===== src/rtl/csm_consts.svh =====
// constants for the command source merge block
`ifndef CSM_CONSTS_SVH
`define CSM_CONSTS_SVH

// source selection codes, also the value seen over the serial port
`define CSM_SRC_TERMINAL 2'h0
`define CSM_SRC_SERIAL 2'h1
`define CSM_SRC_AND 2'h2
`define CSM_SRC_OR 2'h3

// factory defaults per function
`define CSM_DIR_SRC_RST 2'h0
`define CSM_SETUP_SRC_RST 2'h3
`define CSM_PRESET_SRC_RST 2'h3

// register map, word addresses on the register port
`define CSM_REG_DIR_SRC 4'h0
`define CSM_REG_SETUP_SRC 4'h1
`define CSM_REG_PRESET_SRC 4'h2
`define CSM_REG_SERIAL_CMD 4'h3
`define CSM_REG_STATUS 4'h4

// serial command word field positions
`define CSM_CMD_REV_BIT 0
`define CSM_CMD_SETUP_LO 1
`define CSM_CMD_SETUP_HI 2
`define CSM_CMD_PRESET_LO 3
`define CSM_CMD_PRESET_HI 4

// merged code to index offset
`define CSM_INDEX_BASE 3'h1
`define CSM_CW 1'b0

`endif


===== src/rtl/csm_pkg.sv =====
// types for the command source merge block
package csm_pkg;

  typedef enum logic [1:0] {
    CSM_TERMINAL = 2'h0,
    CSM_SERIAL = 2'h1,
    CSM_AND = 2'h2,
    CSM_OR = 2'h3
  } csm_src_type;

  // terminal or serial command bits grouped together
  typedef struct packed {
    logic reverse;
    logic [1:0] setup;
    logic [1:0] preset;
  } csm_cmd_type;

  // merged results
  typedef struct packed {
    logic ccw;
    logic [2:0] setup_idx;
    logic [2:0] preset_idx;
  } csm_out_type;

endpackage


===== src/rtl/csm_top.sv =====
// command source merge: terminal and serial commands combined per function
//
// Notes on behaviour
// - reverse is counter-clockwise when the chosen terminal/serial combination asserts it
// - setup index is one plus the merged two-bit setup code
// - preset reference index uses the same merging and plus-one mapping
// - source codes: 0 terminal, 1 serial, 2 and, 3 or, on read and write
// - setup and preset source choices reset to or, code 3
// - serial-only is a selectable source for setup and preset
// - serial-only needs the serial bit; and needs both terminal and serial
//
// Strobed register access and the register addresses were left to the implementer.
`timescale 1ns/1ps
`include "csm_consts.svh"

module csm_top
  import csm_pkg::*;
(
  input wire logic i_clk,
  input wire logic i_rst_b,
  input wire logic [3:0] i_addr,
  input wire logic [31:0] i_wdata,
  input wire logic i_wr,
  input wire logic i_rd,
  output logic [31:0] o_rdata,
  input wire logic i_reverse_terminal_input,
  input wire logic [1:0] i_setup_terminal,
  input wire logic [1:0] i_preset_terminal,
  output logic o_ccw,
  output logic [2:0] o_setup_idx,
  output logic [2:0] o_preset_idx
);

  // ----------------------------------------
  // reset release
  // ----------------------------------------
  logic rst_meta_ff;
  logic rst_b_ff;

  // async assert, two-flop release so all logic leaves reset on one edge
  always_ff @(posedge i_clk or negedge i_rst_b) begin
    if (!i_rst_b) begin
      rst_meta_ff <= 1'b0;
      rst_b_ff <= 1'b0;
    end else begin
      rst_meta_ff <= 1'b1;
      rst_b_ff <= rst_meta_ff;
    end
  end

  // ----------------------------------------
  // terminal input synchronisers
  // ----------------------------------------
  csm_cmd_type term_meta_ff;
  csm_cmd_type term_ff;

  // pins are asynchronous; only term_ff is read by logic
  always_ff @(posedge i_clk or negedge rst_b_ff) begin
    if (!rst_b_ff) begin
      term_meta_ff <= '0;
      term_ff <= '0;
    end else begin
      term_meta_ff <= {i_reverse_terminal_input, i_setup_terminal, i_preset_terminal};
      term_ff <= term_meta_ff;
    end
  end

  // ----------------------------------------
  // register file
  // ----------------------------------------
  csm_src_type direction_source_choice_ff;
  csm_src_type setup_source_choice_ff;
  csm_src_type preset_source_choice_ff;
  csm_cmd_type serial_cmd_ff;
  csm_out_type out_ff;

  // source choices keep the raw two-bit code, no translation
  always_ff @(posedge i_clk or negedge rst_b_ff) begin
    if (!rst_b_ff) begin
      direction_source_choice_ff <= csm_src_type'(`CSM_DIR_SRC_RST);
      setup_source_choice_ff <= csm_src_type'(`CSM_SETUP_SRC_RST);
      preset_source_choice_ff <= csm_src_type'(`CSM_PRESET_SRC_RST);
    end else if (i_wr) begin
      case (i_addr)
        `CSM_REG_DIR_SRC: begin
          direction_source_choice_ff <= csm_src_type'(i_wdata[1:0]);
        end
        `CSM_REG_SETUP_SRC: begin
          setup_source_choice_ff <= csm_src_type'(i_wdata[1:0]);
        end
        `CSM_REG_PRESET_SRC: begin
          preset_source_choice_ff <= csm_src_type'(i_wdata[1:0]);
        end
        default: begin
        end
      endcase
    end
  end

  // serial command bits as delivered by the serial port logic
  always_ff @(posedge i_clk or negedge rst_b_ff) begin
    if (!rst_b_ff) begin
      serial_cmd_ff <= '0;
    end else if (i_wr && i_addr == `CSM_REG_SERIAL_CMD) begin
      serial_cmd_ff.reverse <= i_wdata[`CSM_CMD_REV_BIT];
      serial_cmd_ff.setup <= i_wdata[`CSM_CMD_SETUP_HI:`CSM_CMD_SETUP_LO];
      serial_cmd_ff.preset <= i_wdata[`CSM_CMD_PRESET_HI:`CSM_CMD_PRESET_LO];
    end
  end

  // read data valid only in the cycle after the strobe; unmapped reads zero
  always_ff @(posedge i_clk or negedge rst_b_ff) begin
    if (!rst_b_ff) begin
      o_rdata <= 32'h0000_0000;
    end else if (i_rd) begin
      case (i_addr)
        `CSM_REG_DIR_SRC: o_rdata <= {30'h0, direction_source_choice_ff};
        `CSM_REG_SETUP_SRC: o_rdata <= {30'h0, setup_source_choice_ff};
        `CSM_REG_PRESET_SRC: o_rdata <= {30'h0, preset_source_choice_ff};
        `CSM_REG_SERIAL_CMD: o_rdata <= {27'h0, serial_cmd_ff.preset, serial_cmd_ff.setup,
                                         serial_cmd_ff.reverse};
        `CSM_REG_STATUS: o_rdata <= {20'h0, term_ff.preset, term_ff.setup, term_ff.reverse,
                                     out_ff.preset_idx, out_ff.setup_idx, out_ff.ccw};
        default: o_rdata <= 32'h0000_0000;
      endcase
    end else begin
      o_rdata <= 32'h0000_0000;
    end
  end

  // ----------------------------------------
  // merging
  // ----------------------------------------
  logic merged_rev;
  logic [1:0] merged_setup;
  logic [1:0] merged_preset;

  csm_merge_bits #(.WIDTH(1)) u_dir (
    .i_src(direction_source_choice_ff),
    .i_term(term_ff.reverse),
    .i_serial(serial_cmd_ff.reverse),
    .o_merged(merged_rev)
  );

  csm_merge_bits #(.WIDTH(2)) u_setup (
    .i_src(setup_source_choice_ff),
    .i_term(term_ff.setup),
    .i_serial(serial_cmd_ff.setup),
    .o_merged(merged_setup)
  );

  csm_merge_bits #(.WIDTH(2)) u_preset (
    .i_src(preset_source_choice_ff),
    .i_term(term_ff.preset),
    .i_serial(serial_cmd_ff.preset),
    .o_merged(merged_preset)
  );

  // code 0..3 maps to index 1..4
  function automatic logic [2:0] csm_to_index(input logic [1:0] code);
    csm_to_index = {1'b0, code} + `CSM_INDEX_BASE;
  endfunction

  // registered outputs, refreshed every cycle
  always_ff @(posedge i_clk or negedge rst_b_ff) begin
    if (!rst_b_ff) begin
      out_ff.ccw <= `CSM_CW;
      out_ff.setup_idx <= `CSM_INDEX_BASE;
      out_ff.preset_idx <= `CSM_INDEX_BASE;
    end else begin
      out_ff.ccw <= merged_rev;
      out_ff.setup_idx <= csm_to_index(merged_setup);
      out_ff.preset_idx <= csm_to_index(merged_preset);
    end
  end

  assign o_ccw = out_ff.ccw;
  assign o_setup_idx = out_ff.setup_idx;
  assign o_preset_idx = out_ff.preset_idx;

endmodule


===== src/rtl/csm_merge_bits.sv =====
// per-bit source merge of terminal and serial commands
`timescale 1ns/1ps
`include "csm_consts.svh"

module csm_merge_bits
  import csm_pkg::*;
#(
  parameter int WIDTH = 2
) (
  input wire logic [1:0] i_src,
  input wire logic [WIDTH-1:0] i_term,
  input wire logic [WIDTH-1:0] i_serial,
  output logic [WIDTH-1:0] o_merged
);

  // plain case on the selection code; every code is legal
  always_comb begin
    case (i_src)
      `CSM_SRC_TERMINAL: o_merged = i_term;
      `CSM_SRC_SERIAL: o_merged = i_serial;
      `CSM_SRC_AND: o_merged = i_term & i_serial;
      `CSM_SRC_OR: o_merged = i_term | i_serial;
      default: o_merged = i_term;
    endcase
  end

endmodule


===== config.mk =====
export PLATFORM = sky130hd
export DESIGN_NAME = csm_top
export DESIGN_NICKNAME = d
export VERILOG_FILES = /design/src/rtl/csm_pkg.sv /design/src/rtl/csm_top.sv /design/src/rtl/csm_merge_bits.sv
export VERILOG_INCLUDE_DIRS = /design/src /design/src/rtl
export SDC_FILE = /design/constraint.sdc
export NUM_CORES = 1
export LEC_CHECK = 0
export CELL_PAD_IN_SITES_DETAIL_PLACEMENT = 0
export CELL_PAD_IN_SITES_GLOBAL_PLACEMENT = 1
export CORE_UTILIZATION = 40
export CTS_CLUSTER_DIAMETER = 60
export CTS_CLUSTER_SIZE = 8
export DETAILED_ROUTE_END_ITERATION = 12
export DONT_BUFFER_PORTS = 1
export PLACE_DENSITY_LB_ADDON = 0.1
export SYNTH_ARGS = -nofsm -noshare
export SYNTH_HDL_FRONTEND = slang
export SYNTH_SLANG_ARGS = --single-unit

===== constraint.sdc =====
create_clock -name i_clk -period 2.1 [get_ports i_clk]
set_clock_uncertainty 0.2 [all_clocks]
set_input_delay 0.42 -clock i_clk [delete_from_list [all_inputs] [get_ports i_clk]]
set_output_delay 0.42 -clock i_clk [all_outputs]
set_load 0.03 [all_outputs]

# After elaboration in Yosys (flattened, before gate mapping)
# Index checks and enable logic that the tools add are counted.
dict set report totals {
  regBits 62
  in_bits 45
  output_inout_bits 39
}
dict set report op_classes {
  reduce_logical 8
  n_mux 5
  addsub 2
  bitwise_logic 6
  n_eq_ne 13
}
# cell n
set op_table {}
lappend op_table {{case mux 12 bit (5 select lines)} 1}
lappend op_table {{two-way mux 32 bit} 1}
lappend op_table {{case mux 2 bit (4 select lines)} 2}
lappend op_table {{== test 2 bit, second input constant} 6}
lappend op_table {{== test 4 x 2 -> 1 bit, second input constant} 2}
lappend op_table {{adder 2 x 1 -> 3 bit, second input constant} 2}
lappend op_table {{== test 2 x 1 -> 1 bit, second input constant} 3}
lappend op_table {{logical NOT 2 bit} 3}
lappend op_table {{AND reduction 2 bit} 3}
lappend op_table {{AND 2 bit} 2}
lappend op_table {{== test 4 x 1 -> 1 bit, second input constant} 1}
lappend op_table {{== test 4 x 3 -> 1 bit, second input constant} 1}
lappend op_table {{logical NOT 4 bit} 1}
lappend op_table {{OR 2 bit} 2}
lappend op_table {{case mux 1 bit (4 select lines)} 1}
lappend op_table {{AND 1 bit} 1}
lappend op_table {{logical AND 1 bit} 1}
lappend op_table {{OR 1 bit} 1}

# Longest topological paths before layout
# Gate-level depths: netlist (run 1).
dict set report depth {
  ltp_word 3
  mapped_depth 4
  mapped_depth_nobuf 4
}

# Modules after synthesis
# From an unflattened synthesis (run 1), not the netlist that was laid out.
dict set report hier_totals {
  hier_cells 134
  area_unflattened_um2 1798.0
}
# mod area_per_inst_um2 instances seq_area_each_um2 cells_per_inst
set by_module_without_submodules {}
lappend by_module_without_submodules {csm_top 1679.1 1 1058.5 119}
lappend by_module_without_submodules {{csm_merge_bits (u_preset ...)} 47.5 2 0.0 6}
lappend by_module_without_submodules {{csm_merge_bits (u_dir)} 23.8 1 0.0 3}

# Least setup slack after synthesis (run 1)
# No wires, ideal clock.
dict set report synth_timing {
  kind {input-to-reg}
  start {in i_addr[1]}
  end {reg serial_cmd_ff[0] (netlist name)}
  setup_ns 0.125
  path_stages 4
  required_time_ns 1.775
  path_slack_ns 0.527
  t_arrival_ns 1.248
  cell_sequence {buf_2 > and4_4 > buf_6 > mux2_4}
}
dict set report synth_via {
  elab_chain_len 2
}
# item line_no
set synth_lines {}
lappend synth_lines {{start, declared} csm_top.sv:21} ;# input wire logic [3:0] i_addr,
lappend synth_lines {{== test 4 x 2 -> 1 bit} n/a}
lappend synth_lines {{logical AND 1 bit (no line)} n/a}
lappend synth_lines {{end, declared} csm_top.sv:74} ;# csm_cmd_type serial_cmd_ff;
# Every way passes these cells.
# A chain may end at the register's enable or synchronous reset.

# Worst setup path in the final report (run 1)
dict set report layout_timing {
  start {reg setup_source_choice_ff[0]}
  end {reg out_ff (netlist bit o_setup_idx[1])}
}
dict set report layout_via {
  elab_chain_len 3
  word_cells_on_any_way 6
  classes_between {1 x add/sub; 3 x eq/ne; 1 x mux; 1 x reduce/logical}
}
# item line_no
set layout_lines {}
lappend layout_lines {{start, declared} csm_top.sv:72} ;# csm_src_type setup_source_choice_ff;
lappend layout_lines {{start signal, assigned} csm_top.sv:81} ;# setup_source_choice_ff <= csm_src_type'(`CSM_SETUP_SRC_RST);
lappend layout_lines {{start signal, assigned} csm_top.sv:89} ;# setup_source_choice_ff <= csm_src_type'(i_wdata[1:0]);
lappend layout_lines {{== test 2 bit, or another cell as far along} csm_merge_bits.sv:18} ;# case (i_src)
lappend layout_lines {{case mux 2 bit (4 select lines) (*)} csm_merge_bits.sv:18}
lappend layout_lines {{adder 2 x 1 -> 3 bit (no line) (*)} n/a}
lappend layout_lines {{end, declared} csm_top.sv:75} ;# csm_out_type out_ff;
# Mark *: on every way between the ends. The rest lies on a longest branch, timed or not.

==> results by stage, run 1 <==
Timing:
- Setup repair after global routing left no endpoint under its margin.
- The clock period could shrink to 1590 ps.
- The post-route setup TNS is 0 ps.
- The number of slew-limit violations in the final report was 0.
- The top achievable clock speed is 630 MHz.
- Setup violations remaining at the end of the flow were counted as 0.
- The total count of hold-check failures in the final report came to 0.
- The worst path meets setup with 512 ps of slack.
- The part of the cycle the worst path needs is 0.756.

Worst setup path:
- The arrival time at the worst endpoint is 1570 ps.
- The logic depth of the worst setup path including buffers is 4.
- On the worst path, the slowest cell contributes a delay of 600 ps.
- The worst register-to-register path has a setup slack of 510 ps.
- The capturing point of the worst reg2reg path is o_setup_idx[1]$_DFF_PN0_.
- The data required time at the worst endpoint is 2080 ps.
- Following the worst setup path forward leads to its endpoint at o_setup_idx[1]$_DFF_PN0_.
- The critical path goes through nor2_1, o21a_1, a21o_1, ha_1.
- Among all stages on the critical path, the largest delay is contributed by sky130_fd_sc_hd__dfstp_2.
- The kind of start point of the critical path is a flop.
- The kind of cell with the highest combined delay on the critical path is flip-flops.
- Counting both buffers and inverters, the worst setup path holds a total of 0.
- In this run the worst path has a maximum fanout of 6.
- The most critical setup path has its startpoint at setup_source_choice_ff[0]$_DFFE_PN1P_.
- The category of the worst setup path capture point is a flop.
- The launching point of the worst reg2reg path is setup_source_choice_ff[0]$_DFFE_PN1P_.
- The worst reg-to-reg path cell count is 4.
- The critical path in this run is classified as reg2reg.

Logic synthesis:
- The sequential cell area fraction in the yosys report is 0.588.
- The post-synthesis share of cell area spent on xor and xnor gates is 0.00486.
- The post-synthesis sequential element count is 42.
- Of the post-synthesis cell area, the part taken by muxes is 0.104.
- By area the synthesized netlist is led by sky130_fd_sc_hd__dfrtp_1 (50%), sky130_fd_sc_hd__dfstp_2 (8.8%), sky130_fd_sc_hd__buf_4 (8.3%), sky130_fd_sc_hd__mux2_2 (6.3%), sky130_fd_sc_hd__mux2_4 (4.2%).
- The share of synthesized area in the top cell type comes to 0.500.
- The simple logic cell fraction of the synthesized area is 0.103.
- Dividing the synthesized area by the synthesized cell count gives 13.1 sq um.
- The cell count after synthesis is 138.
- The synthesis warning total is 0.
- The number of different library cells used by synthesis comes to 28.
- The compound-gate portion of the synthesized area came to 0.0792.
- The area share of fa/ha/maj cells after synthesis is 0.0139.
- The main combinational cell family by area after synthesis is multiplexers.
- The post-synthesis instance area is 1800 sq um.
- sky130_fd_sc_hd__dfrtp_1 takes more of the synthesized area than any other cell.

Flow run:
- Max-cap violations in this run came to 0.

Clock network:
- CTS saw 42 sinks.
- The maximum number of buffers from clock root to sink is 2.
- The number of gates resized after CTS is 0.
- The H-tree depth is 2.
- The TritonCTS buffer count is 5.
- The clock reaches the later pin of the worst-skew pair after 290 ps.
- The CTS tree is built.
- The clock input transition at the sequential cells of the worst setup and hold paths is 80 ps.
- The clock root buffer is sky130_fd_sc_hd__clkbuf_8.

Route:
- The remaining design rule violation count is 0.
- The number of DRC violations after detailed-routing iteration 0 is 34.
- The total wire length after detailed routing is 2950 um.
- The detail route stage leaves a number of antenna-violating nets equal to 0.
- The wire length per cell is 14.7 um.
- The detailed-route vias per instance is 4.89.
- For this block, the via count after detailed routing is 983.
- The number of detailed-route iterations in the first pass is 4.

Die:
- For this configuration, the core starts out at a cell density of 0.414.
- In this run the count of I/O pins placed on the die edge is 84.
- The die is 69.1 um wide.
- The die area is 4780 sq um.
- The core footprint is 4350 sq um.
- In this run the vertical extent of the chip is 69.1 um.
- The number of placement rows is 24.

Placement:
- After legalization and detailed placement, the total HPWL measured 2190 um.
- The count of port buffers added during placement is 0.
- The worst-case setup slack after placement is 501 ps.
- The final weighted congestion in routability-driven placement is 0.755.

Final layout:
- 0 antenna diodes ended up in the layout.
- The area growth from synthesis to layout is 8.75%.
- The combined flip-flop and latch cell area is 1060 sq um.
- In the final layout, the share of cells above drive strength 1 is 0.235.
- Counting the fill cells in the layout gives 414.
- The net total in the final layout is 195.
- The multi-input gate area in the final layout is 628 sq um.

Power:
- Summing internal, switching and leakage power gives 2.04 mW.
- The static leakage is 0.919 nW.
- VDD sags by at most 0.396 mV.
- The power density normalized to cell area is 1040 nW/um^2.

GRT:
- The number of antenna violations at the first check in global routing is 0.
- The pin count of the biggest net entering global routing is 31.
- After global routing the overflow that remains totals 0.
- The total global routing track utilization is 0.137.
- The first global-routing pass estimated 4890 um of wire.
- The via count of the first global-routing pass was 955.

Outcome:
- The run finished with clean final reports.

Worst hold path:
- The min-delay analysis places its worst path in the category reg2async.
[registers in the layout, summed over array words and instances (netlist names)]
register / flops
serial_cmd_ff: 5
setup_source_choice_ff: 2
term_meta_ff: 5
direction_source_choice_ff: 2
o_setup_idx: 3
o_rdata: 12
o_preset_idx: 3
preset_source_choice_ff: 2
rst_meta_ff: 1
term_ff: 5
rst_b_ff: 1
o_ccw: 1
[cell type report]
cell class / instances / area share
sequential: 42 / 0.540
multi-input combinational: 88 / 0.321
clock inverter: 3 / 0.0223
tap: 52 / 0.0332
inverter: 4 / 0.00766
timing repair buffer: 7 / 0.0409
clock buffer: 5 / 0.0351
[how the worst min path moves through the flow]
stage,start,to,depth (start not counted)
2_1_floorplan,i_rst_b,rst_b_ff$_DFF_PN0_,0
3_3_place_gp,i_rst_b,rst_meta_ff$_DFF_PN0_,0
3_5_place_dp,i_rst_b,rst_meta_ff$_DFF_PN0_,0
4_1_cts,rst_b_ff$_DFF_PN0_,term_meta_ff[1]$_DFF_PN0_,0
5_1_grt,rst_b_ff$_DFF_PN0_,o_preset_idx[2]$_DFF_PN0_,0
6_report,rst_b_ff$_DFF_PN0_,term_meta_ff[1]$_DFF_PN0_,0
[metal layers]
metal,GRT usage,wire [um]
met2,0.205,1360
met3,0.0673,262
met4,0.0612,56
met5,0,0
met1,0.168,1270
[synthesized netlist by cell type]
library cell	n
sky130_fd_sc_hd__mux2_2	10
sky130_fd_sc_hd__conb_1	2
sky130_fd_sc_hd__o21a_1	2
sky130_fd_sc_hd__inv_1	4
sky130_fd_sc_hd__and4bb_2	1
sky130_fd_sc_hd__nor2_2	1
sky130_fd_sc_hd__nor4b_4	2
sky130_fd_sc_hd__nand2_1	3
sky130_fd_sc_hd__dfrtp_1	36
sky130_fd_sc_hd__nor2_1	7
sky130_fd_sc_hd__xnor2_1	1
sky130_fd_sc_hd__buf_4	20
sky130_fd_sc_hd__mux2_4	5
sky130_fd_sc_hd__dfstp_2	6
sky130_fd_sc_hd__buf_2	2
sky130_fd_sc_hd__a22oi_1	3
sky130_fd_sc_hd__ha_1	2
sky130_fd_sc_hd__a21o_1	3
sky130_fd_sc_hd__o21ai_0	7
sky130_fd_sc_hd__a32oi_1	2
sky130_fd_sc_hd__nand3_1	1
sky130_fd_sc_hd__and4_4	1
sky130_fd_sc_hd__and3_1	7
sky130_fd_sc_hd__buf_6	1
sky130_fd_sc_hd__nor3_1	1
sky130_fd_sc_hd__nand3b_1	1
sky130_fd_sc_hd__nand4b_1	1
sky130_fd_sc_hd__a21oi_1	6
[report_power, final]
group	internal, mW	total (mW)	switching, mW
clock	0.356	0.629	0.273
sequential	0.940	1.15	0.210
combinational	0.132	0.263	0.130
total	1.43	2.04	0.614
[per-stage QoR]
stage | util | hold WS (ps) | instance area, sq um | std cells
floorplan | - | -75.6 | 1870 | 157
global placement | 0.410 | -75.5 | 1790 | 187
detailed placement | 0.410 | -75.5 | 1790 | 187
CTS | 0.450 | 20.5 | 1960 | 201
global route | 0.450 | 48.9 | 1960 | 201
finish | 0.450 | 1.40 | 1960 | 201
[cell usage in the layout, fill, tap and decap left out, types with 4 or more instances in the layout]
cell type,synthesis,final
sky130_fd_sc_hd__and3_1,7,7
sky130_fd_sc_hd__mux2_2,10,10
sky130_fd_sc_hd__clkbuf_8,0,5
sky130_fd_sc_hd__dfrtp_1,36,36
sky130_fd_sc_hd__mux2_4,5,5
sky130_fd_sc_hd__conb_1,2,21
sky130_fd_sc_hd__nor2_1,7,7
sky130_fd_sc_hd__dlygate4sd3_1,0,6
sky130_fd_sc_hd__a21oi_1,6,6
sky130_fd_sc_hd__inv_1,4,4
sky130_fd_sc_hd__dfstp_2,6,6
sky130_fd_sc_hd__o21ai_0,7,7
[logic make-up (layout without fill, tap and decap cells)]
group / after synthesis / after routing
buf+inv: 27 / 19
mux: 15 / 15
compound gates: 23 / 23
simple gates: 26 / 26
fa+ha+maj: 2 / 2
other cells: 2 / 21
flops: 42 / 42
xor+xnor: 1 / 1
[timing repair]
action                     4_1_cts  5_1_grt
buffers inserted                 0        0
hold buffers                     6        0
hold endpoints to repair         7        0
setup endpoints to repair        0        0
Note: power is estimated with default switching activity, not from simulation.
==> run 2, diff against run 1 <==
Clock period 2.1 ns to 1.66 ns, I/O delays scaled along.
==> run 2 against run 1 <==
Hold slack better by 13 ps. Core utilization up 2.3 points. Sequential power increased by 23%. Via count up 4.0%. Sequential share of layout area is 2.6 points lower. Power grew 29%. Critical endpoint is now o_preset_idx[1]$_DFF_PN0_. Largest cell class unchanged. Largest power group unchanged. Highest routed layer unchanged.
==> results by stage, run 2 (same netlist as run 1, synthesis figures left out) <==
Outcome:
- Run status: completed (unchanged).

Timing:
- The number of slew-limit violations in the final report is 0 (unchanged).
- The part of the cycle the worst path needs came to 0.927 (was 0.756).
- The count of endpoints failing setup in the final report was 0 (unchanged).
- The top achievable clock speed is 650 MHz (was 630 MHz).
- The total count of hold-check failures in the final report is 0 (unchanged).
- The time the final worst path needs with I/O delays and setup is 1540 ps (was 1590 ps).
- The post-route setup TNS is 0 ps (unchanged).
- RSZ-0062 raised after global routing: false (unchanged).

Power:
- The worst vdd rail ir drop is 0.457 mV (was 0.396 mV).
- The power consumption is 2.63 mW (was 2.04 mW).
- The static leakage came to 0.969 nW (was 0.919 nW).
- The power density normalized to cell area is 1280 nW/um^2 (was 1040 nW/um^2).

Worst setup path:
- The start point of the critical path is preset_source_choice_ff[0]$_DFFE_PN1P_ (was setup_source_choice_ff[0]$_DFFE_PN1P_).
- The launching point of the worst reg2reg path is preset_source_choice_ff[0]$_DFFE_PN1P_ (was setup_source_choice_ff[0]$_DFFE_PN1P_).
- The flop-to-flop setup slack is 120 ps (was 510 ps).
- The worst reg-to-reg path cell count is 4 (unchanged).
- List of cells traversed by the critical path: nor2_1, o21ai_0, o21ai_0, ha_1 (was nor2_1, o21a_1, a21o_1, ha_1).
- The most numerous cell type found on the critical path is sky130_fd_sc_hd__o21ai_0.
- The delay contributed by the slowest stage of the critical path is 600 ps (about the same).
- The category of the worst setup path capture point is a flop (unchanged).
- The data required time at the worst endpoint came to 1630 ps (was 2080 ps).
- The kind of critical path is reg2reg (unchanged).
- The arrival time at the worst endpoint came to 1510 ps (was 1570 ps).
- The biggest fanout along the worst timing path is 6 (unchanged).
- The capturing point of the worst reg2reg path was o_preset_idx[1]$_DFF_PN0_ (was o_setup_idx[1]$_DFF_PN0_).
- The kind of start point of the critical path is a flop (unchanged).
- The critical-path cell with the highest stage delay is sky130_fd_sc_hd__dfstp_2 (unchanged).

Die:
- The number of placement rows is 24 (unchanged).
- The die height came to 69.1 um (unchanged).
- The die area is 4780 sq um (unchanged).
- The initial core utilization is 0.414 (unchanged).
- The horizontal extent of the die is 69.1 um (unchanged).
- The number of ports placed on the die boundary is 84 (unchanged).
- The core footprint is 4350 sq um (unchanged).

Final layout:
- The multi-input gate area in the final layout is 628 sq um (unchanged).
- The leading cell type in the layout, fill and taps excluded is sky130_fd_sc_hd__dfrtp_1 (unchanged).
- The number of flip-flops under the largest register name is 12 (unchanged).
- The net total in the final layout was 207 (was 195).
- The share of layout cells above drive strength 1 is 0.242 (was 0.235).
- Commonest non-fill, non-tap cells in the layout: sky130_fd_sc_hd__dfrtp_1 (36), sky130_fd_sc_hd__conb_1 (21), sky130_fd_sc_hd__dlygate4sd3_1 (13) (was sky130_fd_sc_hd__dfrtp_1 (36), sky130_fd_sc_hd__conb_1 (21), sky130_fd_sc_hd__mux2_2 (10)).
- The post-layout utilization of the core was 0.473 (was 0.450).
- The register bank with the most flops is o_rdata (unchanged).
- The number of fillers in the final layout is 389 (was 414).
- The layout-stage area growth over the synthesis result is 14.2% (was 8.75%).
- The count of antenna diodes in the layout is 0 (unchanged).
- The combined flip-flop and latch cell area is 1060 sq um (unchanged).

Clock network:
- The clock latency on the worst-skew pair is 290 ps (about the same).
- The maximum number of buffers from clock root to sink is 2 (unchanged).
- The post-CTS setup buffer count was 0 (unchanged).
- The TritonCTS buffer count was 5 (unchanged).
- The clock sink count was 42 (unchanged).
- The clock input transition at the sequential cells of the worst setup and hold paths came to 70 ps (was 80 ps).
- The clock root buffer is sky130_fd_sc_hd__clkbuf_8 (unchanged).
- The H-tree depth is 2 (unchanged).
- The CTS tree is built (unchanged).

Flow run:
- The max capacitance violation total is 0 (unchanged).

Worst hold path:
- For hold timing, the worst endpoint is o_rdata[11]$_DFF_PN0_.
- The number of instances on the worst hold path is 1.
- The start point of the worst min-delay path is i_rd.
- The classification of the worst-slack hold path is in2reg (was reg2async).

GRT:
- The met2 demand-to-capacity share in global routing is 0.213 (was 0.205).
- The total global routing track utilization is 0.137 (about the same).
- The met1 usage is 0.173 (was 0.168).
- The pin count of the biggest net entering global routing came to 31 (unchanged).
- The met3 demand-to-capacity share in global routing is 0.0526 (was 0.0673).
- The via count of the first global-routing pass is 1013 (was 955).
- The number of antenna violations at the first check in global routing is 0 (unchanged).
- The total global routing overflow came to 0 (unchanged).
- The wire length of the first global-routing pass was 5020 um (was 4890 um).
- The most crowded layer after global routing is met2 (unchanged).

Placement:
- The final weighted congestion in routability-driven placement is 0.734 (was 0.755).
- The count of port buffers added during placement is 0 (unchanged).
- The detailed placer's ending HPWL is 2210 um (was 2190 um).

Route:
- The remaining design rule violation count is 0 (unchanged).
- The number of DRC violations after detailed-routing iteration 0 came to 67 (was 34).
- The wire length per cell is 13.9 um (was 14.7 um).
- The total via count after detailed routing is 1022 (was 983).
- The number of routed nets with antenna violations is 0 (unchanged).
- The detailed-route vias per instance came to 4.80 (was 4.89).
- The total wire length after detailed routing is 2970 um (was 2950 um).
- The number of detailed-route iterations in the first pass is 4 (unchanged).
-- run 2: cell type report --
cell class              count  area share
well taps                  52      0.0316
inverters                   4     0.00729
multi-input cells          88       0.305
repair buffers             19      0.0851
clock buffers               7      0.0419
flip-flops and latches     42       0.514
clock inverters             1      0.0146
-- run 2: how the worst max path moves through the flow --
stage | to | slack (ps)
3_3_place_gp | o_preset_idx[1]$_DFF_PN0_ | 160
6_report | o_preset_idx[1]$_DFF_PN0_ | 120
4_1_cts | o_preset_idx[1]$_DFF_PN0_ | 110
2_1_floorplan | o_setup_idx[1]$_DFF_PN0_ | 160
5_1_grt | o_preset_idx[1]$_DFF_PN0_ | 30
3_5_place_dp | o_preset_idx[1]$_DFF_PN0_ | 120
-- run 2: repair_timing --
action / CTS / global route
hold buffers: 13 / 0
gates resized for setup: 0 / 0
endpoints found under the hold margin: 26 / 0
-- run 2: per-layer routing --
metal,routed length (um),up-vias
li1,-,480
met1,1350,482
met2,1330,52
met3,242,8
met4,48,0
met5,0,-
-- run 2: where the power goes --
group	leakage, nW	switching, mW	total (mW)	internal, mW
clock network	0.0585	0.313	0.803	0.490
registers	0.518	0.231	1.42	1.19
logic	0.392	0.208	0.410	0.202
total	0.969	0.752	2.63	1.88
-- run 2: through the flow --
step | cells | setup slack [ps] | cell area, sq um | hold WS, ps
4_1_cts | 213 | 113 | 2060 | 2.24
2_1_floorplan | 157 | 164 | 1870 | -164
6_report | 213 | 121 | 2060 | 14.4
3_5_place_dp | 192 | 125 | 1810 | -164
5_1_grt | 213 | 34.3 | 2060 | 7.27
3_3_place_gp | 192 | 164 | 1810 | -164
-- run 2: worst max-delay path: cells and delay by family, from the launching register on --
| family | cells | cell delay, ps |
|---|---|---|
| AND/OR/NAND/NOR | 1 | 50 |
| flip-flops | 1 | 600 |
| adder cells (fa/ha/maj) | 1 | 320 |
| AO/OA/AOI/OAI | 2 | 260 |
